### src/rtl/pcdcs_pkg.sv
// package: register map, field layout and constants of the device control/status pair
package pcdcs_pkg;
	localparam logic [9:0]  DEV_CTRL_IDX       = 10'h048;
	localparam logic [9:0]  DEV_STAT_IDX       = 10'h04A;
	localparam logic [15:0] DEV_CTRL_RST       = 16'h0000;
	localparam logic [15:0] DEV_STAT_RST       = 16'h0000;
	localparam logic [15:0] DEV_CTRL_RW_MASK   = 16'h01EF;
	localparam logic [3:0]  DEV_STAT_W1C_MASK  = 4'hF;
	localparam int          CORR_BIT           = 0;
	localparam int          NONFATAL_BIT       = 1;
	localparam int          FATAL_BIT          = 2;
	localparam int          UNSUP_BIT          = 3;
	localparam int          RELAXED_ORDER_BIT  = 4;
	localparam int          PAYLOAD_SEL_LSB    = 5;
	localparam int          PAYLOAD_SEL_MSB    = 7;
	localparam int          EXT_TAG_BIT        = 8;
	localparam int          PHANTOM_BIT        = 9;
	localparam int          AUX_PM_BIT         = 10;
	localparam int          NO_SNOOP_BIT       = 11;
	localparam int          READ_REQ_LSB       = 12;
	localparam int          READ_REQ_MSB       = 14;
	localparam int          AUX_SEEN_BIT       = 4;
	localparam int          PENDING_BIT        = 5;
	localparam logic [2:0]  PAYLOAD_CODE_MAX   = 3'h4;
	localparam logic [11:0] PAYLOAD_MIN_BYTES  = 12'h080;
	localparam logic [11:0] READ_REQ_MAX_BYTES = 12'h080;
	localparam logic [7:0]  TAG_LIMIT_SHORT    = 8'h1F;
	localparam logic [7:0]  TAG_LIMIT_LONG     = 8'hFF;
	localparam int          ACK_LATENCY        = 1;

	// payload size in bytes for a selector code
	function automatic logic [11:0] payload_bytes(input logic [2:0] code);
		logic [11:0] b;
		b = PAYLOAD_MIN_BYTES;
		if (code <= PAYLOAD_CODE_MAX)
		begin
			b = PAYLOAD_MIN_BYTES << code;
		end
		return b;
	endfunction
endpackage

### src/rtl/pcdcs_flag.sv
// sticky write-one-to-clear status flag cell
`timescale 1ns/1ps
module pcdcs_flag (
	input  wire logic i_clk,
	input  wire logic i_rst_n,
	input  wire logic i_set,
	input  wire logic i_clr,
	output logic      o_flag
);
	typedef struct packed {
		logic flag;
	} pcdcs_flag_st_t;

	pcdcs_flag_st_t st_q;
	pcdcs_flag_st_t st_d;

	always_comb
	begin
		st_d = st_q;
		if (i_clr)
		begin
			st_d.flag = 1'b0;
		end
		if (i_set)
		begin
			st_d.flag = 1'b1;
		end
	end

	always_ff @(posedge i_clk or negedge i_rst_n)
	begin
		if (!i_rst_n)
			st_q <= '0;
		else
			st_q <= st_d;
	end

	assign o_flag = st_q.flag;
endmodule

### src/rtl/pcdcs_top.sv
// device control and status register pair with wishbone slave and error gating
//
// Chosen here: the Wishbone register port.
`timescale 1ns/1ps
module pcdcs_top (
	input  wire logic        I_CLK,
	input  wire logic        I_NRST,
	input  wire logic        I_WB_CYC,
	input  wire logic        I_WB_STB,
	input  wire logic        I_WB_WE,
	input  wire logic [11:0] I_WB_ADR,
	input  wire logic [3:0]  I_WB_SEL,
	input  wire logic [31:0] I_WB_DAT,
	output logic      [31:0] O_WB_DAT,
	output logic             O_WB_ACK,
	input  wire logic        I_CORR_ERR,
	input  wire logic        I_NONFATAL_ERR,
	input  wire logic        I_FATAL_ERR,
	input  wire logic        I_UNSUP_REQ,
	input  wire logic        I_SEQ_TAG_DEBUG,
	input  wire logic        I_TAG_ADVANCE,
	output logic             O_CORR_ERR_MSG,
	output logic             O_NONFATAL_ERR_MSG,
	output logic             O_FATAL_ERR_MSG,
	output logic             O_UNSUP_REQ_MSG,
	output logic      [3:0]  O_ERR_SEEN,
	output logic      [11:0] O_MAX_PAYLOAD_BYTES,
	output logic      [11:0] O_MAX_READ_REQ_BYTES,
	output logic             O_ORIG_RELAXED_ORDER,
	output logic             O_ORIG_NO_SNOOP,
	output logic      [7:0]  O_TAG_LIMIT,
	output logic      [7:0]  O_NEXT_TAG
);
	typedef struct packed {
		logic        ack;
		logic [31:0] rdat;
		logic [15:0] ctrl;
		logic [3:0]  msg;
		logic [11:0] payload;
		logic [7:0]  tag_limit;
		logic [7:0]  tag;
	} pcdcs_st_t;

	pcdcs_st_t   st_q;
	pcdcs_st_t   st_d;
	logic [1:0]  rst_sync_q;
	logic        rst_n;
	logic        req;
	logic [9:0]  word_idx;
	logic        hit_ctrl;
	logic        hit_stat;
	logic        rd_launch;
	logic        wr_fire;
	logic [15:0] wmask;
	logic [3:0]  err_in;
	logic [3:0]  flag_clr;
	logic [3:0]  flags;
	logic [15:0] stat_word;
	logic [15:0] rd_word;

	// byte lanes 0 and 1 to a 16-bit write mask
	function automatic logic [15:0] lane_mask(input logic [1:0] sel);
		return {{8{sel[1]}}, {8{sel[0]}}};
	endfunction

	// reset release through two stages
	always_ff @(posedge I_CLK or negedge I_NRST)
	begin
		if (!I_NRST)
			rst_sync_q <= 2'h0;
		else
			rst_sync_q <= {rst_sync_q[0], 1'b1};
	end

	assign rst_n = rst_sync_q[1];

	// bus decode
	assign req       = I_WB_CYC & I_WB_STB;
	assign word_idx  = I_WB_ADR[11:2];
	assign hit_ctrl  = (word_idx == pcdcs_pkg::DEV_CTRL_IDX);
	assign hit_stat  = (word_idx == pcdcs_pkg::DEV_STAT_IDX);
	assign rd_launch = req & ~st_q.ack;
	assign wr_fire   = req & I_WB_WE & st_q.ack;
	assign wmask     = lane_mask(I_WB_SEL[1:0]);

	// error events in bit order of the status flags
	assign err_in = {I_UNSUP_REQ, I_FATAL_ERR, I_NONFATAL_ERR, I_CORR_ERR};

	// write one clears, zero leaves alone
	assign flag_clr = (wr_fire && hit_stat) ?
		(I_WB_DAT[3:0] & wmask[3:0] & pcdcs_pkg::DEV_STAT_W1C_MASK) : 4'h0;

	genvar gi;
	generate
		for (gi = 0; gi < 4; gi++)
		begin : g_flag
			pcdcs_flag u_flag (
				.i_clk   (I_CLK),
				.i_rst_n (rst_n),
				.i_set   (err_in[gi]),
				.i_clr   (flag_clr[gi]),
				.o_flag  (flags[gi])
			);
		end
	endgenerate

	// status word, aux and pending bits tied low
	always_comb
	begin
		stat_word                              = pcdcs_pkg::DEV_STAT_RST;
		stat_word[3:0]                         = flags;
		stat_word[pcdcs_pkg::AUX_SEEN_BIT]     = 1'b0;
		stat_word[pcdcs_pkg::PENDING_BIT]      = 1'b0;
	end

	// read mux, unmapped reads give zero
	always_comb
	begin
		rd_word = 16'h0000;
		if (hit_ctrl)
			rd_word = st_q.ctrl;
		else if (hit_stat)
			rd_word = stat_word;
	end

	always_comb
	begin
		st_d = st_q;
		// one wait state, ack drops after one cycle
		st_d.ack = rd_launch;
		if (rd_launch)
		begin
			st_d.rdat = {16'h0000, rd_word};
		end
		// only writable bits take data
		if (wr_fire && hit_ctrl)
		begin
			st_d.ctrl = (st_q.ctrl & ~(wmask & pcdcs_pkg::DEV_CTRL_RW_MASK))
				| (I_WB_DAT[15:0] & wmask & pcdcs_pkg::DEV_CTRL_RW_MASK);
		end
		// report gating by enables
		st_d.msg[pcdcs_pkg::CORR_BIT]     = I_CORR_ERR & st_q.ctrl[pcdcs_pkg::CORR_BIT];
		st_d.msg[pcdcs_pkg::NONFATAL_BIT] = I_NONFATAL_ERR & st_q.ctrl[pcdcs_pkg::NONFATAL_BIT];
		st_d.msg[pcdcs_pkg::FATAL_BIT]    = I_FATAL_ERR & st_q.ctrl[pcdcs_pkg::FATAL_BIT];
		st_d.msg[pcdcs_pkg::UNSUP_BIT]    = I_UNSUP_REQ & st_q.ctrl[pcdcs_pkg::UNSUP_BIT];
		// payload decode, reserved codes fall to minimum
		st_d.payload = pcdcs_pkg::payload_bytes(
			st_q.ctrl[pcdcs_pkg::PAYLOAD_SEL_MSB:pcdcs_pkg::PAYLOAD_SEL_LSB]);
		// tag range only under sequential debug
		if (I_SEQ_TAG_DEBUG && st_q.ctrl[pcdcs_pkg::EXT_TAG_BIT])
			st_d.tag_limit = pcdcs_pkg::TAG_LIMIT_LONG;
		else
			st_d.tag_limit = pcdcs_pkg::TAG_LIMIT_SHORT;
		if (I_TAG_ADVANCE)
		begin
			if (st_q.tag >= st_q.tag_limit)
				st_d.tag = 8'h00;
			else
				st_d.tag = 8'(st_q.tag + 8'h01);
		end
	end

	always_ff @(posedge I_CLK or negedge rst_n)
	begin
		if (!rst_n)
		begin
			st_q           <= '0;
			st_q.ctrl      <= pcdcs_pkg::DEV_CTRL_RST;
			st_q.payload   <= pcdcs_pkg::PAYLOAD_MIN_BYTES;
			st_q.tag_limit <= pcdcs_pkg::TAG_LIMIT_SHORT;
		end
		else
		begin
			st_q <= st_d;
		end
	end

	assign O_WB_ACK             = st_q.ack;
	assign O_WB_DAT             = st_q.rdat;
	assign O_CORR_ERR_MSG       = st_q.msg[pcdcs_pkg::CORR_BIT];
	assign O_NONFATAL_ERR_MSG   = st_q.msg[pcdcs_pkg::NONFATAL_BIT];
	assign O_FATAL_ERR_MSG      = st_q.msg[pcdcs_pkg::FATAL_BIT];
	assign O_UNSUP_REQ_MSG      = st_q.msg[pcdcs_pkg::UNSUP_BIT];
	assign O_ERR_SEEN           = flags;
	assign O_MAX_PAYLOAD_BYTES  = st_q.payload;
	assign O_MAX_READ_REQ_BYTES = pcdcs_pkg::READ_REQ_MAX_BYTES;
	assign O_ORIG_RELAXED_ORDER = st_q.ctrl[pcdcs_pkg::RELAXED_ORDER_BIT];
	assign O_ORIG_NO_SNOOP      = st_q.ctrl[pcdcs_pkg::NO_SNOOP_BIT];
	assign O_TAG_LIMIT          = st_q.tag_limit;
	assign O_NEXT_TAG           = st_q.tag;
endmodule

### config.mk
export PLATFORM = sky130hd
export DESIGN_NAME = pcdcs_top
export DESIGN_NICKNAME = d
export VERILOG_FILES = /design/src/rtl/pcdcs_pkg.sv /design/src/rtl/pcdcs_flag.sv /design/src/rtl/pcdcs_top.sv
export SDC_FILE = /design/constraint.sdc
export NUM_CORES = 1
export LEC_CHECK = 0
export ABC_AREA = 1
export BUFFER_PORTS_ARGS = -buffer_cell sky130_fd_sc_hd__buf_2
export CAP_MARGIN = 20
export CORE_AREA = 5 5 81 83
export CTS_BUF_LIST = sky130_fd_sc_hd__clkbuf_4 sky130_fd_sc_hd__clkbuf_8
export DETAILED_ROUTE_END_ITERATION = 8
export DIE_AREA = 0 0 86 88
export PLACE_DENSITY = 0.93
export SETUP_SLACK_MARGIN = 0.05
export SLEW_MARGIN = 20
export SYNTH_ARGS = -nofsm -noshare
export SYNTH_HDL_FRONTEND = slang
export SYNTH_HIERARCHICAL = 1
export SYNTH_SLANG_ARGS = --single-unit
### constraint.sdc
create_clock -name I_CLK -period 1.3 [get_ports I_CLK]
set_input_delay 0.065 -clock I_CLK [delete_from_list [all_inputs] [get_ports I_CLK]]
set_output_delay 0.065 -clock I_CLK [all_outputs]
set_load 0.01 [all_outputs]
* Word level (Yosys, flattened, before mapping)
Index checks and enable logic that the tools add are counted.
** Word-level totals
- Input port bits :: 59
- Word-level logic and storage cells :: 53
- Register bits :: 71
- Output and inout port bits :: 83
** Cells by class
- Order comparisons :: 2
- Shift operators :: 1
- Bitwise gates (word level) :: 14
- Reductions and logical operators :: 7
- Muxes and demuxes :: 14
- Equality and inequality tests :: 2
- Add/sub/neg operators :: 1
** Operators by type and width (number)
- 10-bit by 7-bit equality test with 1-bit output, second input constant :: 2
- 16-bit AND :: 1
- 16-bit two-way mux :: 1
- 8-bit two-way mux :: 2
- 9-bit inverter with 16-bit output :: 1
- 16-bit by 9-bit OR with 16-bit output :: 1
- 12-bit two-way mux :: 1
- 8-bit by 3-bit << shifter with 12-bit output, first input constant :: 1
- 9-bit AND :: 1
- 8-bit by 1-bit adder with 8-bit output, second input constant :: 1
- 1-bit AND :: 8
- 8-bit >= comparator :: 1
- 1-bit two-way mux :: 8
- 4-bit two-way mux :: 2
- 2-bit nonzero test :: 4
- 4-bit AND :: 1
- 3-bit less-or-equal comparator, second input constant :: 1
- 1-bit logical AND :: 3
- 1-bit inverter :: 1

* Logic depth before layout (Yosys ltp)
- Word-level depth :: 7
- Mapped depth :: 9
- Gate-level depth less buffers :: 9

* Hierarchy
Netlist, hierarchy kept.
** Modules (own cells, without submodules)
- pcdcs_top :: instances 1, sequential area each 927.1 um^2, area each 2389.8 um^2, cells each 294
- pcdcs_flag :: instances 4, sequential area each 25.0 um^2, area each 40.0 um^2, cells each 5

* Worst setup path after synthesis
Ideal clock, no wire load.
- Kind :: reg-to-reg
- Start :: register st_q, in the netlist O_TAG_LIMIT[6]
- End :: register st_q, in the netlist O_NEXT_TAG[5]
- Arrival :: 1.294 ns
- Path buffers :: 0
- Required time :: 1.172 ns
- Setup slack :: -0.123 ns
- Stages on the path, launching flop included :: 10
- Library setup time :: 0.128 ns
- Clock period less this slack :: 1.423 ns
- Cells stage by stage :: dfrtp_1 -> inv_1 -> ha_1 -> nand2_1 -> nor2_1 -> nand2_1 -> nand2_1 -> inv_1 -> nor2_1 -> nor2_1
** Between the ends
- Word-level cells in the longest chain between the ends :: 2
** Ends and longest elaborated chain
- from (decl) :: line pcdcs_top.sv:44 : pcdcs_st_t st_q;
- from (signal assigned) :: line pcdcs_top.sv:174 : st_q <= st_d;
- 8-bit >= comparator :: line pcdcs_top.sv:156 : if (st_q.tag >= st_q.tag_limit)
- 8-bit two-way mux :: line pcdcs_top.sv:156
Every way passes these cells.
A chain may end at the register's enable or synchronous reset.

* Final worst setup path
- Start :: register st_q, in the netlist O_TAG_LIMIT[6]
- End :: register st_q, in the netlist O_NEXT_TAG[3]
Same word-level chain as after synthesis.

==> flow_summary_export.csv <==
group,metric,value,unit
run_status,status,"finished, violations left",
run_status,violations,"negative setup slack",
routing,antenna_left,0,
floorplan,die_x,86,um
clock_tree,numCtsBuffers,5,
logic_synthesis,synthAdderAreaFrac,2.94,%
routing,vias,1915,
routing,route.detailed.drc,0,
logic_synthesis,yosys_warnings,6,
global_route,antenna_found_initial,0,
floorplan,die_height,88,um
clock_tree,cts_tree,"done",
routing,wl_per_cell,11.7,um
setup_path,crit_type,"reg -> reg",
floorplan,rows,28,
global_route,grt_pass1_vias,1815,
cells_and_area,drive_above_1_share,32.4,%
logic_synthesis,synth_compound_area_share,4.56,%
global_route,grt.overflow.total,0,
setup_path,crit_path_start_kind,"register",
cells_and_area,finish.net_count,440,
timing,final-max-slew-violation-count,0,
routing,drt_pass1_iterations,4,
setup_path,cp_max_fo,5,
clock_tree,cts_buffer_depth,2,
clock_tree,path_clk_slew,80,ps
run,max-cap-violations,0,
timing,fin_ws,-124,ps
floorplan,boundaryPins,142,
logic_synthesis,synth_xor_area_share,0.343,%
clock_tree,root_buffer,"clkbuf_8",
pwr,power,0.00334,W
setup_path,crit_path_end_kind,"register",
placed_design,place_congestion,0.780,
global_route,grt_max_degree,40,
routing,wirelength,5260,um
floorplan,die_area,0.00757,mm2
logic_synthesis,synth_top_cell_area_share,39.3,%
timing,hold_viol_final,0,
logic_synthesis,synthMuxAreaShare,0,%
floorplan,fp.coreArea,0.00578,mm2
timing,setup_violations,8,
logic_synthesis,yosysTopAreaCell,"dfrtp_1",
cells_and_area,fin_cells,451,
worst_hold_path,hold_path_class,"in -> reg",
logic_synthesis,synth_top_family_by_area,"buffers and inverters",
setup_path,critPathLaunch,"O_TAG_LIMIT[6]",
global_route,grt_util_all_layers,13.7,%
setup_path,reg2reg_from,"O_TAG_LIMIT[6]",
worst_hold_path,worstHoldPathCells,3,
logic_synthesis,synth-simple-area-share,22.2,%
placed_design,place_ws,-114,ps
placed_design,hpwl,4100,um
pwr,leakage,1.66,nW
clock_tree,h-tree-depth,2,
floorplan,initial_utilization,44.1,%
logic_synthesis,ys_top_cells_by_area,"dfrtp_1, buf_4, nand2_1",
cells_and_area,antenna_cells,0,
pwr,pwr_density_cell,1120,mW/mm2
timing,fmax,702,MHz
timing,skew,5.91,ps
routing,drtIter0Drc,31,
logic_synthesis,syn_avg_cell_area,8.12,um2
pwr,peakVddDrop,0.000571,V
cells_and_area,areaGrowthSynthToFinish,16.6,%
routing,vias_per_cell,4.25,
logic_synthesis,seq_area_frac_synth,40.3,%
clock_tree,insertion_delay,290,ps
logic_synthesis,synth_cell_types,24,
clock_tree,cts.sinks,41,
logic_synthesis,syn_inst,314,
placed_design,dp.cells,435,
setup_path,ff2ff_path_depth,9,
worst_hold_path,hold_start,"I_WB_DAT[6]",
timing,post-route-period-util,110,%
setup_path,cp.arrival,1610,ps
placed_design,portBuffers,63,
timing,rsz0062_at_grt,"yes",
logic_synthesis,syn-cell-area,0.00255,mm2
timing,setup_tns,-770,ps
timing,fin_crit,1420,ps
global_route,grt_first_pass_wirelength,8250,um
setup_path,worstPathRequired,1490,ps
logic_synthesis,ys_seq_elements,41,
==> power breakdown <==
part	internal, W	switching [W]
logic	0.000280	0.000418
clock network	0.000763	0.000440
registers	0.00136	0.0000833
==> routing by layer <==
metal	GRT usage [%]	vias to the layer above	part of all wire, %
met5	0	-	0
met4	4.46	0	1.7
met3	3.95	11	7.5
met2	23.3	81	54
met1	16.7	860	37
li1	-	963	-
==> cell type report <==
cell class	instances	area, um2
sequential	41	1030
fill	554	2810
clock inverter	3	65.1
inverter	47	179
multi-input combinational	200	1060
clock buffer	5	68.8
timing repair buffer	80	474
tap	75	93.8
==> cell usage in the layout (no fill, tap or decap), types with 2 or more instances in the layout <==
cell type / n
clkbuf_8: 5
nor4_1: 2
conb_1: 51
nand3_4: 2
nand3_1: 4
ha_4: 3
inv_1: 45
dfrtp_1: 39
dlygate4sd3_1: 6
o21ai_2: 7
nand4_1: 12
buf_4: 9
o21ai_1: 2
bufinv_16: 2
nor2_4: 3
nand2_2: 12
nor3_1: 4
nand2_1: 61
o21ai_0: 8
ha_1: 3
buf_2: 63
nor2_1: 15
nor2_2: 6
==> metrics by stage <==
step                      hold slack [ps]  utilization [%]  area (um2)
after CTS                            6.37             50.5        2920
after detailed placement             -149             46.4        2680
final                                10.1             51.4        2970
after floorplan                      -231                -        2760
after global routing                 6.12             51.4        2970
after global placement               -150             46.4        2680
==> kinds of logic after synthesis <==
| family | count (synthesis) |
|---|---|
| adder cells (fa/ha/maj) | 6 |
| XOR/XNOR | 1 |
| AO/OA/AOI/OAI | 18 |
| flip-flops | 41 |
| buffers and inverters | 123 |
| other | 2 |
| AND/OR/NAND/NOR | 123 |
==> Yosys cell counts, drive strengths merged <==
master   n
conb     2
xor2     1
buf     76
nor3     4
nand4   12
dfrtp   40
o21ai   17
nor2    24
dfstp    1
ha       6
inv     47
nor4     2
nor3b    1
nand2   74
a21oi    1
nand3    6
==> worst paths after layout <==
kind | slack (ps) | endpoint
min in group asynchronous | 80 | rst_sync_q[1]
min | 10 | register
max in group asynchronous | 810 | O_MAX_PAYLOAD_BYTES[7]
max | -120 | O_NEXT_TAG[3]
min reg2reg | 230 | O_NEXT_TAG[3]
max reg2reg | -120 | O_NEXT_TAG[3]
==> timing repair <==
item / in CTS / in global routing
endpoints found under the setup margin: 19 / 21
cloned: 1 / 0
setup buffers: 1 / 1
hold buffers: 6 / 0
hold endpoints to repair: 11 / 0
pin swaps: 12 / 16
resized for setup: 4 / 17
==> worst max-delay path, cell delays in order, from the launching register on <==
cell,delay [ps]
dfrtp_1,400
inv_4,70
ha_4,260
nand2_2,50
nor2_2,110
nand2_1,70
nand2_2,80
inv_2,60
nor2_4,150
nor2_1,60
Power figures use the tool's default switching activity.
